==> config.mk <==
export PLATFORM = sky130hd
export DESIGN_NAME = bank_command_timing
export DESIGN_NICKNAME = d
export VERILOG_FILES = /design/src/inc/bank_timing_pkg.sv /design/src/hw/bank_command_timing.sv /design/src/hw/delay_line.sv
export SDC_FILE = /design/constraint.sdc
export NUM_CORES = 1
export LEC_CHECK = 0
export BUFFER_PORTS_ARGS = -buffer_cell sky130_fd_sc_hd__buf_2
export CAP_MARGIN = 20
export CORE_ASPECT_RATIO = 1.25
export CORE_MARGIN = 1.5
export CORE_UTILIZATION = 29
export CTS_CLUSTER_DIAMETER = 100
export DETAILED_ROUTE_END_ITERATION = 12
export HOLD_SLACK_MARGIN = 0.12
export PLACE_DENSITY = 0.45
export SETUP_SLACK_MARGIN = 0.15
export SLEW_MARGIN = 25
export SYNTH_ARGS = -nofsm -noshare
export SYNTH_HDL_FRONTEND = slang
export SYNTH_HIERARCHICAL = 1
export SYNTH_SLANG_ARGS = --single-unit
==> constraint.sdc <==
create_clock -name CLOCK_I -period 1.46 [get_ports CLOCK_I]
set_input_delay 0.073 -clock CLOCK_I [delete_from_list [all_inputs] [get_ports CLOCK_I]]
set_output_delay 0.073 -clock CLOCK_I [all_outputs]
set_load 0.005 [all_outputs]
==> src/inc/bank_timing_pkg.sv <==
// constants, command codes and helpers for the bank command timing block
package bank_timing_pkg;

	localparam int unsigned LAT_W                 = 4;
	localparam int unsigned BEAT_W                = 2;
	localparam int unsigned PACKET_LENGTH         = 4;
	localparam int unsigned IMPLIED_CLOSE_OFFSET  = 4;
	localparam int unsigned WRITE_DATA_LATENCY    = 6;
	localparam int unsigned READ_DATA_LATENCY_MIN = 8;
	localparam int unsigned READ_DATA_LATENCY_MAX = 12;
	localparam int unsigned ROW_CORE_DELAY        = 1;
	localparam int unsigned COLUMN_PATH_EXTRA     = 1;
	localparam int unsigned PIPE_OVERHEAD         = 2;
	localparam int unsigned MERGE_STAGE           = 1;
	localparam int unsigned PIPE_DEPTH            = 12;

	localparam logic [BEAT_W-1:0] BEAT_IDLE  = 2'h0;
	localparam logic [BEAT_W-1:0] BEAT_FIRST = 2'h1;
	localparam logic [BEAT_W-1:0] BEAT_LAST  = BEAT_W'(PACKET_LENGTH - 1);

	localparam logic [LAT_W-1:0] LAT_MIN  = LAT_W'(READ_DATA_LATENCY_MIN);
	localparam logic [LAT_W-1:0] LAT_MAX  = LAT_W'(READ_DATA_LATENCY_MAX);
	localparam logic [LAT_W-1:0] LAT_STEP = 4'h1;

	localparam logic [LAT_W-1:0] CLOSE_TAP =
		LAT_W'(IMPLIED_CLOSE_OFFSET + ROW_CORE_DELAY - PIPE_OVERHEAD - MERGE_STAGE);
	localparam logic [LAT_W-1:0] WRITE_TAP = LAT_W'(WRITE_DATA_LATENCY - PIPE_OVERHEAD);
	localparam logic [LAT_W-1:0] READ_TAP_ADJ = LAT_W'(PIPE_OVERHEAD);

	typedef enum logic [2:0] {
		COL_NOP_CMD         = 3'h0,
		COL_READ_CMD        = 3'h1,
		COL_WRITE_CMD       = 3'h2,
		FETCH_AUTOCLOSE_CMD = 3'h3,
		STORE_AUTOCLOSE_CMD = 3'h4,
		COL_RETIRE_CMD      = 3'h5,
		COL_BUS_CLOSE_CMD   = 3'h7
	} col_op_t;

	typedef enum logic [1:0] {
		ALT_NOMINAL = 2'h0,
		ALT_EARLY   = 2'h1,
		ALT_LATE    = 2'h2
	} delay_alt_t;

	function automatic logic is_read_op(input col_op_t op);
		return (op == COL_READ_CMD) || (op == FETCH_AUTOCLOSE_CMD);
	endfunction

	function automatic logic is_write_op(input col_op_t op);
		return (op == COL_WRITE_CMD) || (op == STORE_AUTOCLOSE_CMD);
	endfunction

	// out-of-range programming is pulled to the nearest legal latency
	function automatic logic [LAT_W-1:0] effective_latency(input logic [LAT_W-1:0] lat,
		input delay_alt_t alt);
		logic [LAT_W-1:0] c;
		c = (lat < LAT_MIN) ? LAT_MIN : ((lat > LAT_MAX) ? LAT_MAX : lat);
		case (alt)
			ALT_EARLY: effective_latency = c - LAT_STEP;
			ALT_LATE:  effective_latency = c + LAT_STEP;
			default:   effective_latency = c;
		endcase
	endfunction

endpackage

==> src/hw/bank_command_timing.sv <==
// device-side packet framing and core timing for row and column commands
//
// How it works
// - core column path one cycle longer
// - read data after 7 to 13 cycles: programmed 8 to 12, one less or more by delay alternative
// - every packet lasts exactly 4 cycles
// - implied close acts 4 cycles later
// - read delay alternative fixed at init
`timescale 1ns/1ps
module bank_command_timing
	import bank_timing_pkg::*;
#(
	parameter int unsigned BANK_W = 5
) (
	input  wire logic              CLOCK_I,
	input  wire logic              RST_I,
	input  wire logic              ROW_START_I,
	input  wire logic              ROW_OPEN_I,
	input  wire logic [BANK_W-1:0] ROW_BANK_I,
	input  wire logic              COL_START_I,
	input  wire logic [2:0]        COL_OP_I,
	input  wire logic [BANK_W-1:0] COL_BANK_I,
	input  wire logic              EXT_START_I,
	input  wire logic              EXT_CLOSE_I,
	input  wire logic [BANK_W-1:0] EXT_BANK_I,
	input  wire logic [LAT_W-1:0]  READ_LAT_I,
	input  wire logic [1:0]        DELAY_ALT_I,
	output logic                   CORE_OPEN_O,
	output logic      [BANK_W-1:0] CORE_OPEN_BANK_O,
	output logic                   CORE_CLOSE_O,
	output logic      [BANK_W-1:0] CORE_CLOSE_BANK_O,
	output logic                   CORE_COLUMN_O,
	output logic      [BANK_W-1:0] CORE_COLUMN_BANK_O,
	output logic                   READ_DATA_VALID_O,
	output logic      [BANK_W-1:0] READ_BANK_O,
	output logic                   WRITE_CAPTURE_O,
	output logic      [BANK_W-1:0] WRITE_BANK_O,
	output logic                   PACKET_ERROR_O
);

	logic [BEAT_W-1:0] row_beat_q;
	logic [BEAT_W-1:0] col_beat_q;
	logic [BEAT_W-1:0] ext_beat_q;
	logic              row_acc;
	logic              col_acc;
	logic              ext_acc;
	col_op_t           col_op;
	logic              cfg_valid_q;
	logic [LAT_W-1:0]  lat_eff_q;
	logic [LAT_W-1:0]  read_tap;
	logic              wbuf_autoclose_q;
	logic [BANK_W-1:0] wbuf_bank_q;
	logic              col_close;
	logic [BANK_W-1:0] col_close_bank;
	logic              imp_in;
	logic [BANK_W-1:0] imp_in_bank;
	logic              imp_valid;
	logic [BANK_W-1:0] imp_bank;
	logic              col_stage_q;
	logic [BANK_W-1:0] col_stage_bank_q;

	assign col_op = col_op_t'(COL_OP_I);

	// a start inside a running packet is a framing fault and is dropped
	assign row_acc = ROW_START_I && (row_beat_q == BEAT_IDLE);
	assign col_acc = COL_START_I && (col_beat_q == BEAT_IDLE);
	assign ext_acc = EXT_START_I && (ext_beat_q == BEAT_IDLE);

	function automatic logic [BEAT_W-1:0] next_beat(input logic [BEAT_W-1:0] b,
		input logic acc);
		if (acc) begin
			next_beat = BEAT_FIRST;
		end else if (b == BEAT_IDLE || b == BEAT_LAST) begin
			next_beat = BEAT_IDLE;
		end else begin
			next_beat = b + BEAT_FIRST;
		end
	endfunction

	always_ff @(posedge CLOCK_I) begin
		if (RST_I) begin
			row_beat_q <= BEAT_IDLE;
			col_beat_q <= BEAT_IDLE;
			ext_beat_q <= BEAT_IDLE;
		end else begin
			row_beat_q <= next_beat(row_beat_q, row_acc);
			col_beat_q <= next_beat(col_beat_q, col_acc);
			ext_beat_q <= next_beat(ext_beat_q, ext_acc);
		end
	end

	always_ff @(posedge CLOCK_I) begin
		if (RST_I) begin
			PACKET_ERROR_O <= 1'b0;
		end else begin
			PACKET_ERROR_O <= (ROW_START_I && !row_acc) || (COL_START_I && !col_acc)
				|| (EXT_START_I && !ext_acc);
		end
	end

	// latency is caught once after reset, later changes to the inputs are ignored
	always_ff @(posedge CLOCK_I) begin
		if (RST_I) begin
			cfg_valid_q <= 1'b0;
			lat_eff_q   <= LAT_MIN;
		end else if (!cfg_valid_q) begin
			cfg_valid_q <= 1'b1;
			lat_eff_q   <= effective_latency(READ_LAT_I, delay_alt_t'(DELAY_ALT_I));
		end
	end

	assign read_tap = lat_eff_q - READ_TAP_ADJ;

	always_ff @(posedge CLOCK_I) begin
		if (RST_I) begin
			CORE_OPEN_O      <= 1'b0;
			CORE_OPEN_BANK_O <= '0;
		end else begin
			CORE_OPEN_O      <= row_acc && ROW_OPEN_I;
			CORE_OPEN_BANK_O <= ROW_BANK_I;
		end
	end

	// column path takes one stage more than the row path on its way to the core
	always_ff @(posedge CLOCK_I) begin
		if (RST_I) begin
			col_stage_q        <= 1'b0;
			col_stage_bank_q   <= '0;
			CORE_COLUMN_O      <= 1'b0;
			CORE_COLUMN_BANK_O <= '0;
		end else begin
			col_stage_q        <= col_acc && (is_read_op(col_op) || is_write_op(col_op));
			col_stage_bank_q   <= COL_BANK_I;
			CORE_COLUMN_O      <= col_stage_q;
			CORE_COLUMN_BANK_O <= col_stage_bank_q;
		end
	end

	// single write buffer; a retire closes the bank only if the write asked for it
	always_ff @(posedge CLOCK_I) begin
		if (RST_I) begin
			wbuf_autoclose_q <= 1'b0;
			wbuf_bank_q      <= '0;
		end else if (col_acc && is_write_op(col_op)) begin
			wbuf_autoclose_q <= (col_op == STORE_AUTOCLOSE_CMD);
			wbuf_bank_q      <= COL_BANK_I;
		end else if (col_acc && col_op == COL_RETIRE_CMD) begin
			wbuf_autoclose_q <= 1'b0;
		end
	end

	always_comb begin
		col_close      = 1'b0;
		col_close_bank = COL_BANK_I;
		if (col_acc) begin
			case (col_op)
				FETCH_AUTOCLOSE_CMD: col_close = 1'b1;
				COL_BUS_CLOSE_CMD:   col_close = 1'b1;
				COL_RETIRE_CMD: begin
					col_close      = wbuf_autoclose_q;
					col_close_bank = wbuf_bank_q;
				end
				default: col_close = 1'b0;
			endcase
		end
	end

	// column close wins a tie with an extra-bus close; the controller's spacing avoids it
	assign imp_in      = col_close || (ext_acc && EXT_CLOSE_I);
	assign imp_in_bank = col_close ? col_close_bank : EXT_BANK_I;

	delay_line #(.WIDTH(BANK_W), .DEPTH(PIPE_DEPTH), .TAP_W(LAT_W)) close_pipe (
		.clk_i   (CLOCK_I),
		.rst_i   (RST_I),
		.valid_i (imp_in),
		.data_i  (imp_in_bank),
		.tap_i   (CLOSE_TAP),
		.valid_o (imp_valid),
		.data_o  (imp_bank)
	);

	// a real row close takes priority over an implied one landing in the same cycle
	always_ff @(posedge CLOCK_I) begin
		if (RST_I) begin
			CORE_CLOSE_O      <= 1'b0;
			CORE_CLOSE_BANK_O <= '0;
		end else begin
			CORE_CLOSE_O      <= (row_acc && !ROW_OPEN_I) || imp_valid;
			CORE_CLOSE_BANK_O <= (row_acc && !ROW_OPEN_I) ? ROW_BANK_I : imp_bank;
		end
	end

	delay_line #(.WIDTH(BANK_W), .DEPTH(PIPE_DEPTH), .TAP_W(LAT_W)) read_pipe (
		.clk_i   (CLOCK_I),
		.rst_i   (RST_I),
		.valid_i (col_acc && is_read_op(col_op)),
		.data_i  (COL_BANK_I),
		.tap_i   (read_tap),
		.valid_o (READ_DATA_VALID_O),
		.data_o  (READ_BANK_O)
	);

	// write data is sampled blind at the fixed slot the controller must meet
	delay_line #(.WIDTH(BANK_W), .DEPTH(PIPE_DEPTH), .TAP_W(LAT_W)) write_pipe (
		.clk_i   (CLOCK_I),
		.rst_i   (RST_I),
		.valid_i (col_acc && is_write_op(col_op)),
		.data_i  (COL_BANK_I),
		.tap_i   (WRITE_TAP),
		.valid_o (WRITE_CAPTURE_O),
		.data_o  (WRITE_BANK_O)
	);
endmodule

==> src/hw/delay_line.sv <==
// tapped delay line with registered output, used for the fixed latencies
`timescale 1ns/1ps
module delay_line #(
	parameter int unsigned WIDTH = 1,
	parameter int unsigned DEPTH = 12,
	parameter int unsigned TAP_W = 4
) (
	input  wire logic             clk_i,
	input  wire logic             rst_i,
	input  wire logic             valid_i,
	input  wire logic [WIDTH-1:0] data_i,
	input  wire logic [TAP_W-1:0] tap_i,
	output logic                  valid_o,
	output logic      [WIDTH-1:0] data_o
);

	logic [DEPTH-1:0] vld_q;
	logic [WIDTH-1:0] dat_q [DEPTH];

	always_ff @(posedge clk_i) begin
		if (rst_i) begin
			vld_q <= '0;
		end else begin
			vld_q <= {vld_q[DEPTH-2:0], valid_i};
		end
	end

	// data needs no reset, the valid bits qualify it
	always_ff @(posedge clk_i) begin
		dat_q[0] <= data_i;
		for (int i = 1; i < DEPTH; i++) begin
			dat_q[i] <= dat_q[i-1];
		end
	end

	// an entry leaves tap_i + 2 cycles after it enters
	always_ff @(posedge clk_i) begin
		if (rst_i) begin
			valid_o <= 1'b0;
			data_o  <= '0;
		end else begin
			valid_o <= vld_q[tap_i];
			data_o  <= dat_q[tap_i];
		end
	end

endmodule

==> Yosys cells after proc, flatten, opt, wreduce, memory -nomap -nowiden <==
Memories as Yosys holds them, arrays and structs flattened. A register that Yosys moved wholly into a read port is not among the register bits.
Cells that the tools add are included.
Widths: inputs -> output; s select.
{ "op_classes": {"addsub": 6, "order_cmp": 3, "n_eq_ne": 11, "n_mux": 20, "n_reduce_logical": 35} }
{ "op_table": {"columns": ["cell", "n"], "rows": [
  ["$mux 5", 4],
  ["$logic_and 1x1->1", 13],
  ["$mux 1", 11],
  ["$logic_or 1x1->1", 10],
  ["$eq 3x3->1 const B", 3],
  ["$reduce_or 3->1", 3],
  ["$eq 2x2->1 const B", 4],
  ["$mux 4", 2],
  ["$pmux 4 s2", 1],
  ["$add 2x1->2 const B", 3],
  ["$eq 3x2->1 const B", 2],
  ["$logic_not 2->1", 3],
  ["$lt 4x5->1 const B", 1],
  ["$add 4x1->4 const B", 1],
  ["$bmux 1 s4", 1],
  ["$gt 4x4->1 const B", 1],
  ["$logic_not 1->1", 4],
  ["$lt 4x4->1 const B", 1],
  ["$sub 4x1->4 const B", 1],
  ["$sub 4x2->4 const B", 1],
  ["$eq 3x1->1 const B", 1],
  ["$eq 2x1->1 const B", 1],
  ["$pmux 1 s2", 1],
  ["$reduce_bool 2->1", 1],
  ["$reduce_or 2->1", 1]
]} }
{ "word_totals": {"reg_bits": 65, "ramBits": 180, "inputBits": 31, "output_inout_bits": 31, "word_cells": 103, "mem_count": 3} }
{ "memory_table": {"columns": ["name", "words", "width", "rd", "rd_ports_with_merged_regs", "wr", "line_no", "text"], "rows": [
  ["close_pipe.dat_q", 12, 5, 12, 1, 12, "delay_line.sv:18", "logic [WIDTH-1:0] dat_q [DEPTH];"],
  ["read_pipe.dat_q", 12, 5, 12, 1, 12, "delay_line.sv:18", null],
  ["write_pipe.dat_q", 12, 5, 12, 1, 12, "delay_line.sv:18", null]
]} }

==> Depth between registers and ports, before layout <==
{ "logic_depth": {"word_depth": 6, "depth_mapped": 8, "ltp_nobuf": 8} }

==> Modules after synthesis <==
The synthesis kept the hierarchy.
{ "modules_own_cells": {"columns": ["mod", "instances", "cells_per_inst", "area_per_inst_um2", "seq_area_each_um2"], "rows": [
  ["delay_line", 3, 140, 2280.9, 1561.5],
  ["bank_command_timing", 1, 188, 1781.7, 840.8]
]} }

==> Worst setup path before layout <==
No wires, ideal clock.
{ "synth_timing": {"kind": "register -> register", "start": "register lat_eff_q[1]", "end": "register read_pipe.valid_o", "setup_time_ns": 0.087, "t_arrival_ns": 1.521, "t_required_ns": 1.373, "path_slack_ns": -0.148, "path_stages_with_launch": 8, "path_buffers": 1, "synth_period_minus_slack_ns": 1.608, "cell_sequence": "dfxtp_1 inv_1 ha_1 xor2_1 and2_1 buf_1 a221o_1 o31ai_1"} }
{ "synth_via": {"elab_chain_len": 3} }
{ "synth_lines": {"columns": ["element", "line_no", "text"], "rows": [
  ["start: declaration", "bank_command_timing.sv:49", "logic [LAT_W-1:0] lat_eff_q;"],
  ["start signal: assignment", "bank_command_timing.sv:108", "lat_eff_q <= effective_latency(READ_LAT_I, delay_alt_t'(DELAY_ALT_I));"],
  ["$sub 4x2->4", "bank_command_timing.sv:112", "assign read_tap = lat_eff_q - READ_TAP_ADJ;"],
  ["net read_tap[1]", "bank_command_timing.sv:50", "logic [LAT_W-1:0] read_tap;"],
  ["$bmux 1 s4", "delay_line.sv:42", "valid_o <= vld_q[tap_i];"],
  ["$mux 1 (not written as such)", "delay_line.sv:42", null],
  ["end signal: assignment", "delay_line.sv:42", null],
  ["end: declaration", "delay_line.sv:13", "output logic valid_o,"]
]} }
The timed path passes the listed nets, and every way through them passes these cells. The select of a mux whose other input is x is not followed.
A chain may end at the register's enable or synchronous reset.

==> Final worst setup path <==
Ends and elaborated chain as after synthesis.

==> impl_metrics.env <==
export IMPL_hp_class="in -> reg"
export IMPL_grt_pass1_wl_mm=27.9
export IMPL_end_kind="register"
export IMPL_cts_tree="done"
export IMPL_synth_edff_count=0
export IMPL_synth_flop_cell="dfxtp_1"
export IMPL_layout_commonest_cell="dfxtp_1"
export IMPL_vias=4964
export IMPL_seqPwrFrac=0.479
export IMPL_power_frac_clock=0.440
export IMPL_dieArea_um2=30800
export IMPL_skew_ns=0.00731
export IMPL_yosysTopAreaCellShare=0.641
export IMPL_yosysTopAreaCell="dfxtp_1"
export IMPL_wl_per_cell_um=14.5
export IMPL_drt_iter0_drc=161
export IMPL_cts_sinks=276
export IMPL_p_sw_frac=0.214
export IMPL_hold_viol=0
export IMPL_core_area_um2=29300
export IMPL_port_buffers=61
export IMPL_h_tree_depth=1
export IMPL_wl_mm=17.1
export IMPL_ys_ff_latch=276
export IMPL_synth_distinct_cells=41
export IMPL_finalSetupViolCount=1
export IMPL_dr_pass1_iters=4
export IMPL_fin_nets=804
export IMPL_slew_viol_final=0
export IMPL_irDropWorstVdd_mv=0.640
export IMPL_num_antenna_cells=0
export IMPL_grt_usage=0.114
export IMPL_numCtsBuffers=28
export IMPL_worst_path_max_fanout=6
export IMPL_clock_path_buffers=3
export IMPL_drive_gt1_frac=0.279
export IMPL_rsz0062_at_grt="yes"
export IMPL_grt_overflow=0
export IMPL_syn_inst=608
export IMPL_ys_seq_area_frac=0.641
export IMPL_p_sw_uw=3670
export IMPL_synthToLayoutAreaGrowth_pct=30.1
export IMPL_worstSetupStartpointType="register"
export IMPL_num_rows=70
export IMPL_finalPower_uw=17100
export IMPL_setup_slack_ns=-0.0168
export IMPL_p_int_uw=13400
export IMPL_critical_path_arrival_ns=1.92
export IMPL_grt_pass1_vias=5311
export IMPL_max_freq_ghz=0.677
export IMPL_cp_data_required_time_ns=1.90
export IMPL_syn_avg_cell_area_um2=14.2
export IMPL_place_congestion=0.788
export IMPL_powerDensity_nw_per_um2=1530
export IMPL_layout_common_cells="dfxtp_1, buf_2, nor2b_1, mux2i_1, conb_1"
export IMPL_p_comb_frac=0.082
export IMPL_syn_area_um2=8620
export IMPL_drcViolationCount=0
export IMPL_violations="setup timing"
export IMPL_dpl_cell_area_um2=9550
export IMPL_ys_warn_count=6
export IMPL_io_pins=62
export IMPL_cap_violations=0
export IMPL_die_height_um=196
export IMPL_fin_crit_sh=1.01
export IMPL_stdcell_count=1178
export IMPL_placedCellCount=1087
export IMPL_dp_hpwl_mm=11.2
export IMPL_antenna_found_initial=0
export IMPL_clk_pin_slew_ns=0.06
export IMPL_grt_max_degree=28
export IMPL_clkLatencyLatePin_ns=0.52
export IMPL_ant_nets=0
export IMPL_initial_core_util=0.295
export IMPL_vias_per_cell=4.21
export IMPL_netlist_top_cells_area="dfxtp_1, mux4_1, mux2i_1"
export IMPL_critPathKind="reg -> reg"
export IMPL_status="complete, but fails checks"
export IMPL_power_leakage_uw=0.00466
export IMPL_die_w_um=157
export IMPL_cts_root_buf="clkbuf_16"
export IMPL_fin_crit_ns=1.48
export IMPL_ys_async_sr_fraction=0
export IMPL_final_area_um2=11200
## registers in the layout, indices dropped and copies added (netlist names), 12 cells and up
| name | cells |
|---|---|
| close_pipe/dat_q | 60 |
| read_pipe/dat_q | 60 |
| write_pipe/dat_q | 60 |
| close_pipe/vld_q | 12 |
| read_pipe/vld_q | 12 |
| write_pipe/vld_q | 12 |
## final timing paths
kind | cells after the start | slack [ns] | endpoint | startpoint
worst max-delay path | 6 | -0.02 | read_pipe/valid_o | lat_eff_q[1]
worst max register to register | 6 | -0.02 | read_pipe/valid_o | lat_eff_q[1]
worst min register to register | 0 | 0.34 | write_pipe/dat_q[6][0] | write_pipe/dat_q[5][0]
worst min-delay path | 4 | 0.17 | lat_eff_q[1] | READ_LAT_I[1]
## power groups by stage
stage	Combinational [uW]	Sequential, uW	Clock [uW]
floorplan	822	8290	0
global placement	1120	8330	0
detailed placement	1140	8350	0
CTS	1340	8190	7800
global route	1530	8240	8090
finish	1400	8190	7520
## Yosys cell counts (4+ instances only)
cell	instances
or2_2	4
nor3b_1	5
mux2i_1	51
o221a_1	15
a221oi_1	15
o21ai_0	4
and2_1	6
nand2_1	6
mux4_2	15
inv_1	17
nor2_1	23
nor2b_1	59
clkbuf_1	13
dfxtp_1	276
buf_1	5
buf_12	6
ha_1	10
nand2b_1	4
mux4_1	21
a21oi_1	14
## metal layers
layer	global-route usage	wire length (um)
met3	0.0223	680
met4	0.0479	609
met1	0.136	7330
met5	0	0
met2	0.199	8450
## kinds of logic after synthesis
group,count (synthesis),synth area share
buffers and inverters,46,0.0342
flip-flops,276,0.641
adder cells (fa/ha/maj),11,0.0168
multiplexers,88,0.164
AO/OA/AOI/OAI,59,0.0561
other,2,0.000871
AND/OR/NAND/NOR,121,0.0825
XOR/XNOR,5,0.00508
## timing repair
item / 4_1_cts / 5_1_grt
hold buffers: 30 / 0
setup buffers: 8 / 2
resized for setup: 42 / 24
cloned: 2 / 0
pin swaps: 10 / 9
endpoints found under the setup margin: 26 / 26
endpoints found under the hold margin: 51 / 0
## through the flow
step           worst slack [ns]   util  TNS, ns  hold slack, ns
3_3_place_gp            -0.0823  0.326   -0.656           0.300
6_report                -0.0168  0.383  -0.0168           0.172
4_1_cts                 -0.0278  0.380  -0.0417           0.136
2_1_floorplan           -0.0459      -  -0.0459           0.101
5_1_grt                 -0.0758  0.383   -0.207           0.197
3_5_place_dp             -0.147  0.326    -1.44           0.302
## cell type report
class / instances / area, um^2
fillers: 2789 / 18000
flip-flops and latches: 276 / 5540
multi-input cells: 316 / 3170
repair buffers: 123 / 955
clock buffers: 39 / 833
well taps: 396 / 495
clock inverters: 11 / 164
inverters: 17 / 66.3
## critical path: stages (launching register included)
cell,delay [ns]
dfxtp_2,0.34
inv_4,0.04
ha_4,0.16
xor2_4,0.16
and2_4,0.21
a221o_1,0.31
o31ai_1,0.17
No activity file was read; power rests on OpenSTA's default activity.
